**config.mk**
```make
export PLATFORM = sky130hd
export DESIGN_NAME = acs_sequencer
export DESIGN_NICKNAME = d
export VERILOG_FILES = /design/src/acs_pkg.sv /design/src/acs_sequencer.sv
export SDC_FILE = /design/constraint.sdc
export NUM_CORES = 1
export LEC_CHECK = 0
export BUFFER_PORTS_ARGS = -buffer_cell sky130_fd_sc_hd__buf_2
export CORE_ASPECT_RATIO = 1.1
export CORE_UTILIZATION = 65
export CTS_BUF_LIST = sky130_fd_sc_hd__clkbuf_4
export DETAILED_ROUTE_END_ITERATION = 7
export PLACE_DENSITY = 0.88
export SLEW_MARGIN = 0
export SYNTH_ARGS = -nofsm -noshare
export SYNTH_HDL_FRONTEND = slang
export SYNTH_SLANG_ARGS = --single-unit
```
**constraint.sdc**
```tcl
create_clock -name clk -period 9.4 [get_ports clk]
set_input_delay 1.88 -clock clk [delete_from_list [all_inputs] [get_ports clk]]
set_output_delay 1.88 -clock clk [all_outputs]
set_load 0.02 [all_outputs]
```
**src/acs_pkg.sv**
```systemverilog
// constants for the adc conversion sequencer
package acs_pkg;
    // register indices on the plain register port
    localparam logic [2:0] REG_INPUT = 3'h0;
    localparam logic [2:0] REG_CONV = 3'h1;
    localparam logic [2:0] REG_EXC = 3'h2;
    localparam logic [2:0] REG_ROUTE = 3'h3;
    localparam logic [2:0] REG_CMD = 3'h4;
    localparam logic [2:0] REG_STATUS = 3'h5;
    // field positions
    localparam int SEL_LSB = 0;
    localparam int GAIN_LSB = 4;
    localparam int BYP_BIT = 7;
    localparam int RATE_LSB = 0;
    localparam int TURBO_BIT = 3;
    localparam int SINGLE_BIT = 4;
    localparam int REF_LSB = 5;
    localparam int MAG_LSB = 0;
    localparam int PROBE_BIT = 3;
    localparam int R1_LSB = 0;
    localparam int R2_LSB = 3;
    localparam int CMD_START = 0;
    localparam int CMD_SLEEP = 1;
    localparam int CMD_READ = 2;
    // reset values
    localparam logic [7:0] INPUT_RST = 8'h00;
    localparam logic [7:0] CONV_RST = 8'h00;
    localparam logic [7:0] EXC_RST = 8'h00;
    localparam logic [7:0] ROUTE_RST = 8'h00;
    // special input selections and codes
    localparam logic [3:0] SEL_REF_MON = 4'hc;
    localparam logic [3:0] SEL_SUPPLY_MON = 4'hd;
    localparam logic [1:0] SEL_AVSS_TOP = 2'h2;
    localparam logic [2:0] GAIN_ONE = 3'h0;
    localparam logic [2:0] GAIN_FOUR = 3'h2;
    localparam logic [1:0] REF_INTERNAL = 2'h0;
    localparam logic [2:0] RATE_FASTEST = 3'h6;
    // timing: clock and oscillator rates in khz
    localparam int unsigned CLK_KHZ = 40000;
    localparam int unsigned OSC_NORMAL_KHZ = 1024;
    localparam int unsigned OSC_TURBO_KHZ = 2048;
    // start-up delay in half oscillator cycles (28.5 and 105 cycles)
    localparam logic [17:0] DLY_NORMAL_HALF = 18'h00039;
    localparam logic [17:0] DLY_TURBO_HALF = 18'h000d2;
    // conversion times in oscillator cycles, slowest rate first
    localparam logic [16:0] CONT_CYC [0:6] = '{17'd51192, 17'd22780, 17'd11532,
        17'd5916, 17'd3116, 17'd1724, 17'd1036};
    localparam logic [16:0] SS_NORMAL_CYC [0:6] = '{17'd51213, 17'd22805, 17'd11557,
        17'd5941, 17'd3141, 17'd1749, 17'd1061};
    localparam logic [16:0] SS_TURBO_CYC [0:6] = '{17'd51217, 17'd22809, 17'd11561,
        17'd5945, 17'd3145, 17'd1753, 17'd1065};
    // excitation magnitudes in microamps, codes 0 to 7, code 0 off
    localparam logic [10:0] EXC_UA [0:7] = '{11'd0, 11'd10, 11'd50, 11'd100,
        11'd250, 11'd500, 11'd1000, 11'd1500};
    localparam logic [10:0] PROBE_UA = 11'd10;
    // sequencer states
    typedef enum logic [1:0] {
        ACS_IDLE = 2'b00,
        ACS_DELAY = 2'b01,
        ACS_CONV = 2'b10,
        ACS_SLEEP = 2'b11
    } acs_state_t;
endpackage : acs_pkg

```
**src/acs_sequencer.sv**
```systemverilog
// conversion sequencer and analog front-end control of the adc
//
// Design decisions made here: the strobed register port and the address map.
`timescale 1ns/10ps
// Function
// - continuous data-ready falls spaced by conversion time
// - start delay 28.5 or 105 cycles
// - single-shot timed from command latch
// - continuous conversion times per data rate
// - single-shot conversion times per mode
// - count at 1.024 or 2.048 MHz
// - start delay added before first continuous period
// - 3-bit field sets excitation magnitude
// - each source routed by own field
// - sources stay on, off on sleep
// - bias on when magnitude nonzero
// - probe sources 10 uA into inputs
// - monitor channel forces bypass, unity gain
// - supply monitor uses internal reference
// - reference monitor uses internal reference
// - timing references the command latch instant
// - modulator clock is oscillator divided four
module acs_sequencer #(
    parameter int unsigned CLK_KHZ = acs_pkg::CLK_KHZ
) (
    input wire logic clk,
    input wire logic rstn,
    input wire logic [2:0] bus_addr,
    input wire logic [7:0] bus_wdata,
    input wire logic bus_wr,
    input wire logic bus_rd,
    output logic [7:0] bus_rdata,
    output logic result_ready_n,
    output logic conv_busy,
    output logic modulator_clk,
    output logic excitation_bias_en,
    output logic [10:0] excitation_ua,
    output logic [2:0] first_source_sel,
    output logic [2:0] second_source_sel,
    output logic first_source_on,
    output logic second_source_on,
    output logic [10:0] probe_ua,
    output logic input_amplifier_bypassed,
    output logic [2:0] eff_gain,
    output logic [1:0] eff_ref_select,
    output logic quarter_scale
);
    // half oscillator cycle increments per clock, in khz
    localparam logic [16:0] INC_NORMAL = 17'(2 * acs_pkg::OSC_NORMAL_KHZ);
    localparam logic [16:0] INC_TURBO = 17'(2 * acs_pkg::OSC_TURBO_KHZ);
    localparam logic [16:0] MODULUS = 17'(CLK_KHZ);

    // reset release through two flops
    logic [1:0] rst_sync_q;
    logic rst_n;
    always_ff @(posedge clk or negedge rstn) begin
        if (!rstn) rst_sync_q <= 2'b00;
        else rst_sync_q <= {rst_sync_q[0], 1'b1};
    end
    assign rst_n = rst_sync_q[1];

    // configuration registers
    logic [7:0] input_q, conv_q, exc_q, route_q;
    logic [7:0] rdata_d;
    // field views
    logic [3:0] input_select;
    logic [2:0] gain_cfg, data_rate, excitation_magnitude;
    logic [2:0] first_source_route, second_source_route;
    logic amp_bypass_cfg, turbo, single_shot, open_sensor_probe_en;
    logic [1:0] ref_cfg;
    assign input_select = input_q[acs_pkg::SEL_LSB +: 4];
    assign gain_cfg = input_q[acs_pkg::GAIN_LSB +: 3];
    assign amp_bypass_cfg = input_q[acs_pkg::BYP_BIT];
    assign data_rate = conv_q[acs_pkg::RATE_LSB +: 3];
    assign turbo = conv_q[acs_pkg::TURBO_BIT];
    assign single_shot = conv_q[acs_pkg::SINGLE_BIT];
    assign ref_cfg = conv_q[acs_pkg::REF_LSB +: 2];
    assign excitation_magnitude = exc_q[acs_pkg::MAG_LSB +: 3];
    assign open_sensor_probe_en = exc_q[acs_pkg::PROBE_BIT];
    assign first_source_route = route_q[acs_pkg::R1_LSB +: 3];
    assign second_source_route = route_q[acs_pkg::R2_LSB +: 3];

    // write decode; a command write is the latch instant
    function automatic logic wr_hit(input logic [2:0] a, input logic [2:0] r, input logic w);
        wr_hit = w && (a == r);
    endfunction : wr_hit
    logic start_w, sleep_w, read_w;
    assign start_w = wr_hit(bus_addr, acs_pkg::REG_CMD, bus_wr) && bus_wdata[acs_pkg::CMD_START];
    assign sleep_w = wr_hit(bus_addr, acs_pkg::REG_CMD, bus_wr) && bus_wdata[acs_pkg::CMD_SLEEP];
    assign read_w = wr_hit(bus_addr, acs_pkg::REG_CMD, bus_wr) && bus_wdata[acs_pkg::CMD_READ];

    // config register writes
    always_ff @(posedge clk or negedge rst_n) begin
        if (!rst_n) begin
            input_q <= acs_pkg::INPUT_RST;
            conv_q <= acs_pkg::CONV_RST;
            exc_q <= acs_pkg::EXC_RST;
            route_q <= acs_pkg::ROUTE_RST;
        end else begin
            if (wr_hit(bus_addr, acs_pkg::REG_INPUT, bus_wr)) input_q <= bus_wdata;
            if (wr_hit(bus_addr, acs_pkg::REG_CONV, bus_wr)) conv_q <= bus_wdata;
            if (wr_hit(bus_addr, acs_pkg::REG_EXC, bus_wr)) exc_q <= bus_wdata;
            if (wr_hit(bus_addr, acs_pkg::REG_ROUTE, bus_wr)) route_q <= bus_wdata;
        end
    end

    // oscillator emulation: fractional accumulator gives half-cycle ticks
    logic [16:0] acc_q, acc_d, acc_sum;
    logic tick_w;
    assign acc_sum = acc_q + (turbo ? INC_TURBO : INC_NORMAL);
    assign tick_w = acc_sum >= MODULUS;
    // phase restarts at the latch so the count starts there
    assign acc_d = start_w ? 17'h00000 : (tick_w ? acc_sum - MODULUS : acc_sum);

    // sequencer
    acs_pkg::acs_state_t state_q, state_d;
    logic [17:0] cnt_q, cnt_d, term_w, dly_w;
    logic [2:0] rate_idx;
    logic done_w, pre_w, result_ready_n_d;
    // reserved rate code falls back to the fastest setting
    assign rate_idx = (data_rate > acs_pkg::RATE_FASTEST) ? acs_pkg::RATE_FASTEST : data_rate;
    // terms in half cycles, so 28.5 cycles stays exact
    assign term_w = single_shot ?
        {(turbo ? acs_pkg::SS_TURBO_CYC[rate_idx] : acs_pkg::SS_NORMAL_CYC[rate_idx]), 1'b0}
        : {acs_pkg::CONT_CYC[rate_idx], 1'b0};
    assign dly_w = turbo ? acs_pkg::DLY_TURBO_HALF : acs_pkg::DLY_NORMAL_HALF;
    assign done_w = (state_q == acs_pkg::ACS_CONV) && tick_w && (cnt_q == term_w - 18'h1);
    // one half cycle before the end, lift data-ready so it can fall again
    assign pre_w = (state_q == acs_pkg::ACS_CONV) && !single_shot && tick_w
        && (cnt_q == term_w - 18'h2);

    // next state; sleep beats start in the same write
    always_comb begin
        state_d = state_q;
        cnt_d = cnt_q;
        if (sleep_w) begin
            state_d = acs_pkg::ACS_SLEEP;
            cnt_d = 18'h0;
        end else if (start_w) begin
            // single-shot counts from the latch, continuous waits first
            state_d = single_shot ? acs_pkg::ACS_CONV : acs_pkg::ACS_DELAY;
            cnt_d = 18'h0;
        end else begin
            case (state_q)
                acs_pkg::ACS_DELAY: begin
                    if (tick_w && cnt_q == dly_w - 18'h1) begin
                        state_d = acs_pkg::ACS_CONV;
                        cnt_d = 18'h0;
                    end else if (tick_w) cnt_d = cnt_q + 18'h1;
                end
                acs_pkg::ACS_CONV: begin
                    if (done_w) begin
                        // continuous wraps straight into the next period
                        state_d = single_shot ? acs_pkg::ACS_IDLE : acs_pkg::ACS_CONV;
                        cnt_d = 18'h0;
                    end else if (tick_w) cnt_d = cnt_q + 18'h1;
                end
                acs_pkg::ACS_IDLE: cnt_d = 18'h0;
                acs_pkg::ACS_SLEEP: cnt_d = 18'h0;
                default: begin
                    state_d = acs_pkg::ACS_IDLE;
                    cnt_d = 18'h0;
                end
            endcase
        end
    end

    // data-ready: a finished result wins over a read in the same cycle
    assign result_ready_n_d = done_w ? 1'b0 : ((read_w || start_w || pre_w) ? 1'b1 : result_ready_n);

    // modulator phase: four oscillator cycles, eight half ticks
    logic [2:0] mod_q, mod_d;
    logic busy_w;
    assign busy_w = (state_q == acs_pkg::ACS_DELAY) || (state_q == acs_pkg::ACS_CONV);
    assign mod_d = start_w ? 3'h0 : ((tick_w && busy_w) ? mod_q + 3'h1 : mod_q);

    // sequencer flops
    always_ff @(posedge clk or negedge rst_n) begin
        if (!rst_n) begin
            state_q <= acs_pkg::ACS_IDLE;
            cnt_q <= 18'h0;
            acc_q <= 17'h0;
            mod_q <= 3'h0;
            result_ready_n <= 1'b1;
            conv_busy <= 1'b0;
            modulator_clk <= 1'b0;
        end else begin
            state_q <= state_d;
            cnt_q <= cnt_d;
            acc_q <= acc_d;
            mod_q <= mod_d;
            result_ready_n <= result_ready_n_d;
            conv_busy <= (state_d == acs_pkg::ACS_DELAY) || (state_d == acs_pkg::ACS_CONV);
            modulator_clk <= mod_d[2];
        end
    end

    // front-end decode
    logic bias_w, monitor_w, avss_w;
    assign bias_w = (excitation_magnitude != 3'h0) && (state_d != acs_pkg::ACS_SLEEP);
    assign monitor_w = (input_select == acs_pkg::SEL_REF_MON)
        || (input_select == acs_pkg::SEL_SUPPLY_MON);
    // single-ended against the low supply also bypasses, gain at most four
    assign avss_w = (input_select[3:2] == acs_pkg::SEL_AVSS_TOP);

    // front-end output flops
    always_ff @(posedge clk or negedge rst_n) begin
        if (!rst_n) begin
            excitation_bias_en <= 1'b0;
            excitation_ua <= 11'h0;
            first_source_sel <= 3'h0;
            second_source_sel <= 3'h0;
            first_source_on <= 1'b0;
            second_source_on <= 1'b0;
            probe_ua <= 11'h0;
            input_amplifier_bypassed <= 1'b0;
            eff_gain <= acs_pkg::GAIN_ONE;
            eff_ref_select <= acs_pkg::REF_INTERNAL;
            quarter_scale <= 1'b0;
        end else begin
            excitation_bias_en <= bias_w;
            excitation_ua <= bias_w ? acs_pkg::EXC_UA[excitation_magnitude] : 11'h0;
            first_source_sel <= first_source_route;
            second_source_sel <= second_source_route;
            // current only flows into a routed pin
            first_source_on <= bias_w && (first_source_route != 3'h0);
            second_source_on <= bias_w && (second_source_route != 3'h0);
            probe_ua <= open_sensor_probe_en ? acs_pkg::PROBE_UA : 11'h0;
            input_amplifier_bypassed <= monitor_w || avss_w || amp_bypass_cfg;
            if (monitor_w) eff_gain <= acs_pkg::GAIN_ONE;
            else if (avss_w && gain_cfg > acs_pkg::GAIN_FOUR) eff_gain <= acs_pkg::GAIN_FOUR;
            else eff_gain <= gain_cfg;
            eff_ref_select <= monitor_w ? acs_pkg::REF_INTERNAL : ref_cfg;
            quarter_scale <= monitor_w;
        end
    end

    // read mux; status shows live sequencer state, unmapped reads zero
    always_comb begin
        case (bus_addr)
            acs_pkg::REG_INPUT: rdata_d = input_q;
            acs_pkg::REG_CONV: rdata_d = conv_q;
            acs_pkg::REG_EXC: rdata_d = exc_q;
            acs_pkg::REG_ROUTE: rdata_d = route_q;
            acs_pkg::REG_STATUS: rdata_d = {4'h0, excitation_bias_en,
                state_q == acs_pkg::ACS_SLEEP, conv_busy, !result_ready_n};
            default: rdata_d = 8'h00;
        endcase
    end
    // read data stands only in the cycle after the strobe
    always_ff @(posedge clk or negedge rst_n) begin
        if (!rst_n) bus_rdata <= 8'h00;
        else bus_rdata <= bus_rd ? rdata_d : 8'h00;
    end

    // checks
    // shortest tick spacing in clocks; the longest is one more
    localparam int GAP_N_LO = int'(CLK_KHZ / (2 * acs_pkg::OSC_NORMAL_KHZ));
    localparam int GAP_T_LO = int'(CLK_KHZ / (2 * acs_pkg::OSC_TURBO_KHZ));
    // helper: clocks since the latest tick or latch
    logic [7:0] gap_q;
    // a mode change leaves a stray phase, so spacing is judged after a rebase
    logic gap_ok_q, turbo_q;
    always_ff @(posedge clk or negedge rst_n) begin
        if (!rst_n) begin
            gap_q <= 8'h00;
            gap_ok_q <= 1'b1;
            turbo_q <= 1'b0;
        end else begin
            gap_q <= (tick_w || start_w) ? 8'h00 : gap_q + {7'h00, gap_q != 8'hff};
            gap_ok_q <= start_w || ((turbo == turbo_q) && (tick_w || gap_ok_q));
            turbo_q <= turbo;
        end
    end
endmodule : acs_sequencer

```
After elaboration in Yosys (flattened, before gate mapping)
Memory sizes are Yosys's and may differ from the RTL's.
Index checks and enable logic that the tools add are counted.
Widths: inputs -> output; s select.

word-level totals
  bits of input ports = 15
  output and inout bits = 49
  logic and storage cells = 134
  bits in writable memories = 0
  register bits after elaboration = 115
  bits in latches = 0
  ROM bits = 496
  memories kept = 4

operators by class
  reductions and logical operators = 36
  add/sub/neg operators = 7
  $mul = 0
  multiplexer cells = 39
  shift-type cells = 0
  div/mod/pow operators = 0
  $lt $le $gt $ge = 5
  equal/unequal tests = 17
  bitwise gates (word level) = 2

memories
  name             words  width  rd ports  clocked after memory_dff  write ports  RTL line              source
  (no name shown)  8      17     1         0                         0            acs_sequencer.sv:125  : {acs_pkg::CONT_CYC[rate_idx], 1'b0};
  (no name shown)  8      17     1         0                         0            acs_sequencer.sv:124  {(turbo ? acs_pkg::SS_TURBO_CYC[rate_idx] : acs_pkg::SS_NORMAL_CYC[rate_idx]), 1'b0}
  (no name shown)  8      17     1         0                         0            acs_sequencer.sv:124
  (no name shown)  8      11     1         0                         0            acs_sequencer.sv:222  excitation_ua <= bias_w ? acs_pkg::EXC_UA[excitation_magnitude] : 11'h0;

operators with widths
  kind                    count
  $mux 17                 9
  $mux 18                 6
  $eq 18x18->1            3
  $pmux 18 s3             1
  $pmux 8 s5              1
  $mux 11                 3
  $logic_and 1x1->1       19
  $add 18x1->18 const B   1
  $sub 18x1->18 const B   1
  $sub 18x2->18 const B   1
  $add 17x13->17          1
  $ge 17x16->1 const B    1
  $sub 17x16->17 const B  1
  $mux 8                  2
  $mux 3                  5
  $mux 2                  7
  $mux 13                 1
  $reduce_bool 3->1       3
  $sub 8x1->9 const B     1
  $eq 2x2->1 const B      4
  $eq 4x4->1 const B      2
  $ge 4x4->1 const B      2
  $not 3->4               2
  $logic_or 1x1->1        7
  other kinds (16)        22

Depth between registers and ports, before layout
  word-level depth = 18
  gate-level depth with buffers = 14
  depth with buffers taken out = 13

Least setup slack after synthesis
OpenSTA, ideal clock, no wires.

  kind = input-to-reg
  start point = input port bus_addr[0]
  end point = register excitation_ua[4]
  data required time = 9.258 ns
  path buffers = 1
  stages on the path = 10
  setup slack = 5.582 ns
  setup time = 0.142 ns
  arrival = 3.676 ns
  cells stage by stage = clkbuf_1 -> nor3_1 -> nand2_1 -> o21ai_0 -> nor2_1 -> nor4b_1 -> nor2_1 -> ha_1 -> a21o_1 -> a211oi_1

on the way
  longest elaborated chain between the ends = 8
  elaborated cells between the ends (all ways) = 9
  those cells by class = eq/ne: 2; mux: 3; reduce/logical: 4

ends and longest elaborated chain
  item                  RTL line              source
  from (decl)           acs_sequencer.sv:28   input wire logic [2:0] bus_addr,
  $eq 3x3->1 *          acs_sequencer.sv:85   wr_hit = w && (a == r);
  $logic_and 1x1->1 *   acs_sequencer.sv:85
  $logic_and 1x1->1     acs_sequencer.sv:88   assign start_w = wr_hit(bus_addr, acs_pkg::REG_CMD, bus_wr) && bus_wdata[acs_pkg::CMD_START];
  $mux 2                acs_sequencer.sv:139  end else if (start_w) begin
  $mux 2 *              acs_sequencer.sv:136  if (sleep_w) begin
  via state_d[0]        acs_sequencer.sv:116  acs_pkg::acs_state_t state_q, state_d;
  $ne 2x2->1 *          acs_sequencer.sv:200  assign bias_w = (excitation_magnitude != 3'h0) && (state_d != acs_pkg::ACS_SLEEP);
  $logic_and 1x1->1 *   acs_sequencer.sv:200
  $mux 11 *             acs_sequencer.sv:222
  to (signal assigned)  acs_sequencer.sv:222
  to (decl)             acs_sequencer.sv:37   output logic [10:0] excitation_ua,

Mark *: on every way through the listed nets, which the timed path passes. The rest lies on a longest branch.
A chain may end at the register's enable or synchronous reset.

Final worst setup path
  start point = register conv_q[3]
  end point = register excitation_ua[4]

on the way
  longest elaborated chain between the ends = 12
  elaborated cells between the ends (all ways) = 21
  those cells by class = add/sub: 3; order compare: 1; eq/ne: 3; mux: 10; reduce/logical: 4

ends and longest elaborated chain
  item                                                      RTL line                                    source
  from (decl)                                               acs_sequencer.sv:63                         logic [7:0] input_q, conv_q, exc_q, route_q;
  from (signal assigned)                                    acs_sequencer.sv:96                         conv_q <= acs_pkg::CONV_RST;
  from (signal assigned)                                    acs_sequencer.sv:101                        if (wr_hit(bus_addr, acs_pkg::REG_CONV, bus_wr)) conv_q <= bus_wdata;
  $mux 13 / $mux 17 (equally long branches)                 acs_sequencer.sv:110, acs_sequencer.sv:124
  $add 17x13->17 / $mux 18 (equally long branches)          acs_sequencer.sv:110, acs_sequencer.sv:123
  $ge 17x16->1 / $sub 18x1->18 (equally long branches)      acs_sequencer.sv:111, acs_sequencer.sv:127
  $logic_and 1x1->1 / $eq 18x18->1 (equally long branches)  acs_sequencer.sv:127                        assign done_w = (state_q == acs_pkg::ACS_CONV) && tick_w && (cnt_q == term_w - 18'h1);
  $logic_and 1x1->1                                         acs_sequencer.sv:127
  $mux 2                                                    acs_sequencer.sv:152                        if (done_w) begin
  $pmux 2 s2 *                                              acs_sequencer.sv:144                        case (state_q)
  $mux 2 *                                                  acs_sequencer.sv:139
  $mux 2 *                                                  acs_sequencer.sv:136
  via state_d[1]                                            acs_sequencer.sv:116
  $ne 2x2->1 *                                              acs_sequencer.sv:200
  $logic_and 1x1->1 *                                       acs_sequencer.sv:200
  $mux 11 *                                                 acs_sequencer.sv:222

Marks and branches as above.

==> flow_summary.html <==
<table>
<tr><th>Metric</th><th>Value</th></tr>
<tr><th colspan="2">Outcome</th></tr>
<tr><td>Status</td><td>finished, final reports clean</td></tr>
<tr><th colspan="2">CTS</th></tr>
<tr><td>Postcts setup bufs</td><td>0</td></tr>
<tr><td>Count of instances resized after the clock tree is built</td><td>0</td></tr>
<tr><td>CTS sink cnt</td><td>105</td></tr>
<tr><td>H-tree depth</td><td>3</td></tr>
<tr><td>Largest buffer count on any clock path</td><td>2</td></tr>
<tr><td>Cts hold-fix bufs</td><td>0</td></tr>
<tr><td>Clock slew at the register clock pins of the worst setup and hold paths</td><td>0.16 ns</td></tr>
<tr><td>Clk_lat worst skew</td><td>0.46 ns</td></tr>
<tr><td>Clock buffer count from CTS</td><td>9</td></tr>
<tr><td>Clock tree from TritonCTS</td><td>done</td></tr>
<tr><td>Clock Tree Root</td><td>sky130_fd_sc_hd__clkbuf_4</td></tr>
<tr><th colspan="2">Logic synthesis</th></tr>
<tr><td>Most repeated cell in the gate-level netlist after synthesis</td><td>sky130_fd_sc_hd__dfrtp_1</td></tr>
<tr><td>Post-synthesis sequential element count</td><td>105</td></tr>
<tr><td>Number of distinct library cells after synthesis</td><td>71</td></tr>
<tr><td>Async set-reset flop share out of synthesis</td><td>1.00</td></tr>
<tr><td>Syn Area/Cell</td><td>10.3 um2</td></tr>
<tr><td>Yosys top cell area share</td><td>0.476</td></tr>
<tr><td>Cell type with the highest aggregate area in the netlist</td><td>sky130_fd_sc_hd__dfrtp_1</td></tr>
<tr><td>Number of enable-type register cells in the synthesized netlist</td><td>0</td></tr>
<tr><td>Post-synth top cells</td><td>104 x sky130_fd_sc_hd__dfrtp_1, 57 x sky130_fd_sc_hd__nor2_1, 44 x sky130_fd_sc_hd__nand2_1, 28 x sky130_fd_sc_hd__mux2_2, 27 x sky130_fd_sc_hd__xor2_1</td></tr>
<tr><td>Netlist Area Pre-Place</td><td>5470 um2</td></tr>
<tr><td>Cell types occupying the most area after synthesis</td><td>sky130_fd_sc_hd__dfrtp_1 48%, sky130_fd_sc_hd__mux2_2 5.8%, sky130_fd_sc_hd__xor2_1 4.3%</td></tr>
<tr><td>Commonest register cell after synthesis</td><td>sky130_fd_sc_hd__dfrtp_1</td></tr>
<tr><td>Number of standard cells after synthesis</td><td>530</td></tr>
<tr><td>Fraction of the yosys area taken by sequential cells</td><td>0.481</td></tr>
<tr><td>Total of warnings raised by yosys</td><td>0</td></tr>
<tr><th colspan="2">Die</th></tr>
<tr><td>Die Y</td><td>98.2 um</td></tr>
<tr><td>Core Region</td><td>8040 um2</td></tr>
<tr><td>IO Count</td><td>64</td></tr>
<tr><td>Die Width</td><td>89.4 um</td></tr>
<tr><td>Starting density of the core</td><td>0.680</td></tr>
<tr><td>Number of placement rows</td><td>34</td></tr>
<tr><td>Total die area</td><td>8780 um2</td></tr>
<tr><th colspan="2">Pwr</th></tr>
<tr><td>Overall Power</td><td>1.52 mW</td></tr>
<tr><td>Power density relative to cell area</td><td>261 nW/um2</td></tr>
<tr><td>Worst IR drop on VDD</td><td>155 uV</td></tr>
<tr><td>P_leak</td><td>2.66 nW</td></tr>
<tr><th colspan="2">GRT</th></tr>
<tr><td>Wire length of the first global-routing pass</td><td>19,400 um</td></tr>
<tr><td>Number of global-route vias before repair</td><td>4,137</td></tr>
<tr><td>Global-route total usage across every layer</td><td>0.285</td></tr>
<tr><td>Overflow after GRT</td><td>0</td></tr>
<tr><td>Largest net degree at the start of global routing</td><td>73</td></tr>
<tr><td>Number of antenna violations at the first check in global routing</td><td>0</td></tr>
<tr><th colspan="2">Final layout</th></tr>
<tr><td>Final net count</td><td>603</td></tr>
<tr><td>Count of inserted antenna diode cells</td><td>0</td></tr>
<tr><td>Post-synthesis to final-layout area growth</td><td>6.82%</td></tr>
<tr><td>Fraction of final layout cells with drive strength greater than 1</td><td>0.202</td></tr>
<tr><th colspan="2">Timing</th></tr>
<tr><td>Measured slew at the worst slew-check pin</td><td>0.964 ns</td></tr>
<tr><td>Slew HR</td><td>0.356</td></tr>
<tr><td>Final-layout setup total negative slack</td><td>0 ns</td></tr>
<tr><td>Post-layout min period</td><td>4.09 ns</td></tr>
<tr><td>Final Setup Violations</td><td>0</td></tr>
<tr><td>Ratio of final minimum period to clock period</td><td>0.435</td></tr>
<tr><td>Count of final max-slew check failures</td><td>0</td></tr>
<tr><td>Timing-limited maximum frequency</td><td>0.245 GHz</td></tr>
<tr><td>Clock Skew</td><td>0.0101 ns</td></tr>
<tr><td>Hold Fails Final Rpt</td><td>0</td></tr>
<tr><td>Unrepaired setup endpoints after global routing</td><td>no</td></tr>
<tr><th colspan="2">Critical path</th></tr>
<tr><td>Kind of start point of the critical path</td><td>flip-flop</td></tr>
<tr><td>CP max stage delay</td><td>0.57 ns</td></tr>
<tr><td>Worst-path fanout max</td><td>8</td></tr>
<tr><td>Required @ worst endpoint</td><td>9.75 ns</td></tr>
<tr><td>Crit-path cells</td><td>inv_1, ha_1, fa_1, and3_1, o21ai_0, o211a_2, and2_4, or4b_4, and3_1, a31oi_1, ha_1, a21o_1, a211oi_1</td></tr>
<tr><td>Library cell contributing the largest single delay on the critical path</td><td>sky130_fd_sc_hd__dfrtp_1</td></tr>
<tr><td>Data arrival at the endpoint of the critical path</td><td>4.44 ns</td></tr>
<tr><td>Type of the worst setup path</td><td>flip-flop to flip-flop</td></tr>
<tr><td>Crit end category</td><td>flip-flop</td></tr>
<tr><th colspan="2">Place</th></tr>
<tr><td>Final estimated routing congestion in global placement</td><td>0.901</td></tr>
<tr><td>Post-DP HPWL</td><td>8300 um</td></tr>
<tr><td>Count of input and output buffers</td><td>53</td></tr>
<tr><th colspan="2">Routing</th></tr>
<tr><td>Initial drt markers</td><td>359</td></tr>
<tr><td>Number of nets with antenna violations after routing</td><td>0</td></tr>
<tr><td>Vias after detailed routing</td><td>4,113</td></tr>
<tr><td>Initial DRT Pass Iterations</td><td>6</td></tr>
<tr><td>DRC violation count after routing</td><td>0</td></tr>
<tr><td>Routed len/inst</td><td>17.0 um</td></tr>
<tr><td>Total Wirelength</td><td>11,600 um</td></tr>
<tr><td>Via density</td><td>6.04</td></tr>
<tr><th colspan="2">Hold path</th></tr>
<tr><td>Kind of path behind the tightest hold check</td><td>flip-flop to asynchronous set/reset pin</td></tr>
<tr><th colspan="2">Flow run</th></tr>
<tr><td>Maxcap violations</td><td>0</td></tr>
</table>
final timing paths:
check	start	endpoint	slack (ns)	cells past startpoint
max	conv_q[3]$_DFFE_PN0P_	excitation_ua[4]$_DFF_PN0_	5.31	13
min	rst_sync_q[1]$_DFF_PN0_	cnt_q[15]$_DFF_PN0_	0.27	0
max reg2reg	conv_q[3]$_DFFE_PN0P_	excitation_ua[4]$_DFF_PN0_	5.31	13
min reg2reg	rst_sync_q[1]$_DFF_PN0_	cnt_q[15]$_DFF_PN0_	0.27	0
max in group asynchronous	rst_sync_q[1]$_DFF_PN0_	input_q[2]$_DFFE_PN0P_	7.95	1
min in group clk	rst_sync_q[0]$_DFF_PN0_	rst_sync_q[1]$_DFF_PN0_	0.38	0
worst max-delay path, delay by kind of cell (launching register included):
| kind | cells | cell delay, ns |
|---|---|---|
| buffers and inverters | 1 | 0.15 |
| AOI/OAI and AO/OA | 5 | 1.03 |
| and+or+nand+nor | 4 | 1.14 |
| adders and majority gates | 3 | 1.09 |
| DFF | 1 | 0.57 |
cell type report:
| type | count | area (um2) |
|---|---|---|
| well taps | 108 | 135 |
| multi-input cells | 382 | 2610 |
| fillers | 545 | 2200 |
| clock buffers | 9 | 67.6 |
| repair buffers | 54 | 273 |
| flip-flops and latches | 105 | 2630 |
| inverters | 17 | 63.8 |
| clock inverters | 6 | 53.8 |
registers in the layout, indices dropped and copies added (netlist names), 2 cells and up:
signal	count
acc_q	11
bus_rdata	8
cnt_q	18
conv_q	8
eff_gain	3
eff_ref_select	2
exc_q	8
excitation_ua	10
first_source_sel	3
input_q	8
mod_q	2
route_q	8
rst_sync_q	2
second_source_sel	3
state_q	2
cell usage in the layout (no fill, tap or decap), drive strengths merged, types with 14 or more instances in the layout:
cell type / netlist / layout
o21ai: 23 / 23
buf: 17 / 54
ha: 18 / 18
inv: 17 / 19
nor2: 57 / 57
a21oi: 18 / 18
xor2: 27 / 27
nand3: 14 / 14
mux2: 28 / 28
nand2: 44 / 44
dfrtp: 104 / 104
cells by family (layout without fill, tap and decap cells):
family,count (synthesis),count (layout),synth area share
flops,105,105,0.481
mux,36,36,0.0746
fa+ha+maj,19,19,0.0449
xor+xnor,38,38,0.0609
compound gates,85,85,0.107
simple gates,193,193,0.183
buf+inv,52,86,0.0472
other cells,2,11,0.00137
through the flow:
step	hold slack, ns	cell area, um2	worst slack, ns	utilization	std cells
final	0.272	5840	5.31	0.726	681
after global routing	0.319	5840	5.15	0.726	681
after CTS	0.295	5840	5.35	0.726	681
after detailed placement	0.283	5720	4.88	0.711	666
after global placement	0.272	5720	5.04	0.711	666
after floorplan	0.331	5500	5.58	-	539
per-layer routing:
layer  track usage  share of wire  vias to the layer above
li1              -              -                     1906
met1         0.361           0.41                     1969
met2         0.466           0.50                      202
met3        0.0533          0.063                       36
met4         0.137          0.030                        0
met5             0              0                        -
report_power, final:
| group | switching, mW | leakage (nW) | total [mW] | internal [mW] |
|---|---|---|---|---|
| sequential | 0.108 | 1.31 | 0.672 | 0.564 |
| combinational | 0.382 | 1.29 | 0.637 | 0.255 |
| clock | 0.157 | 0.0581 | 0.214 | 0.0571 |
Note: power is estimated with default switching activity, not from simulation.
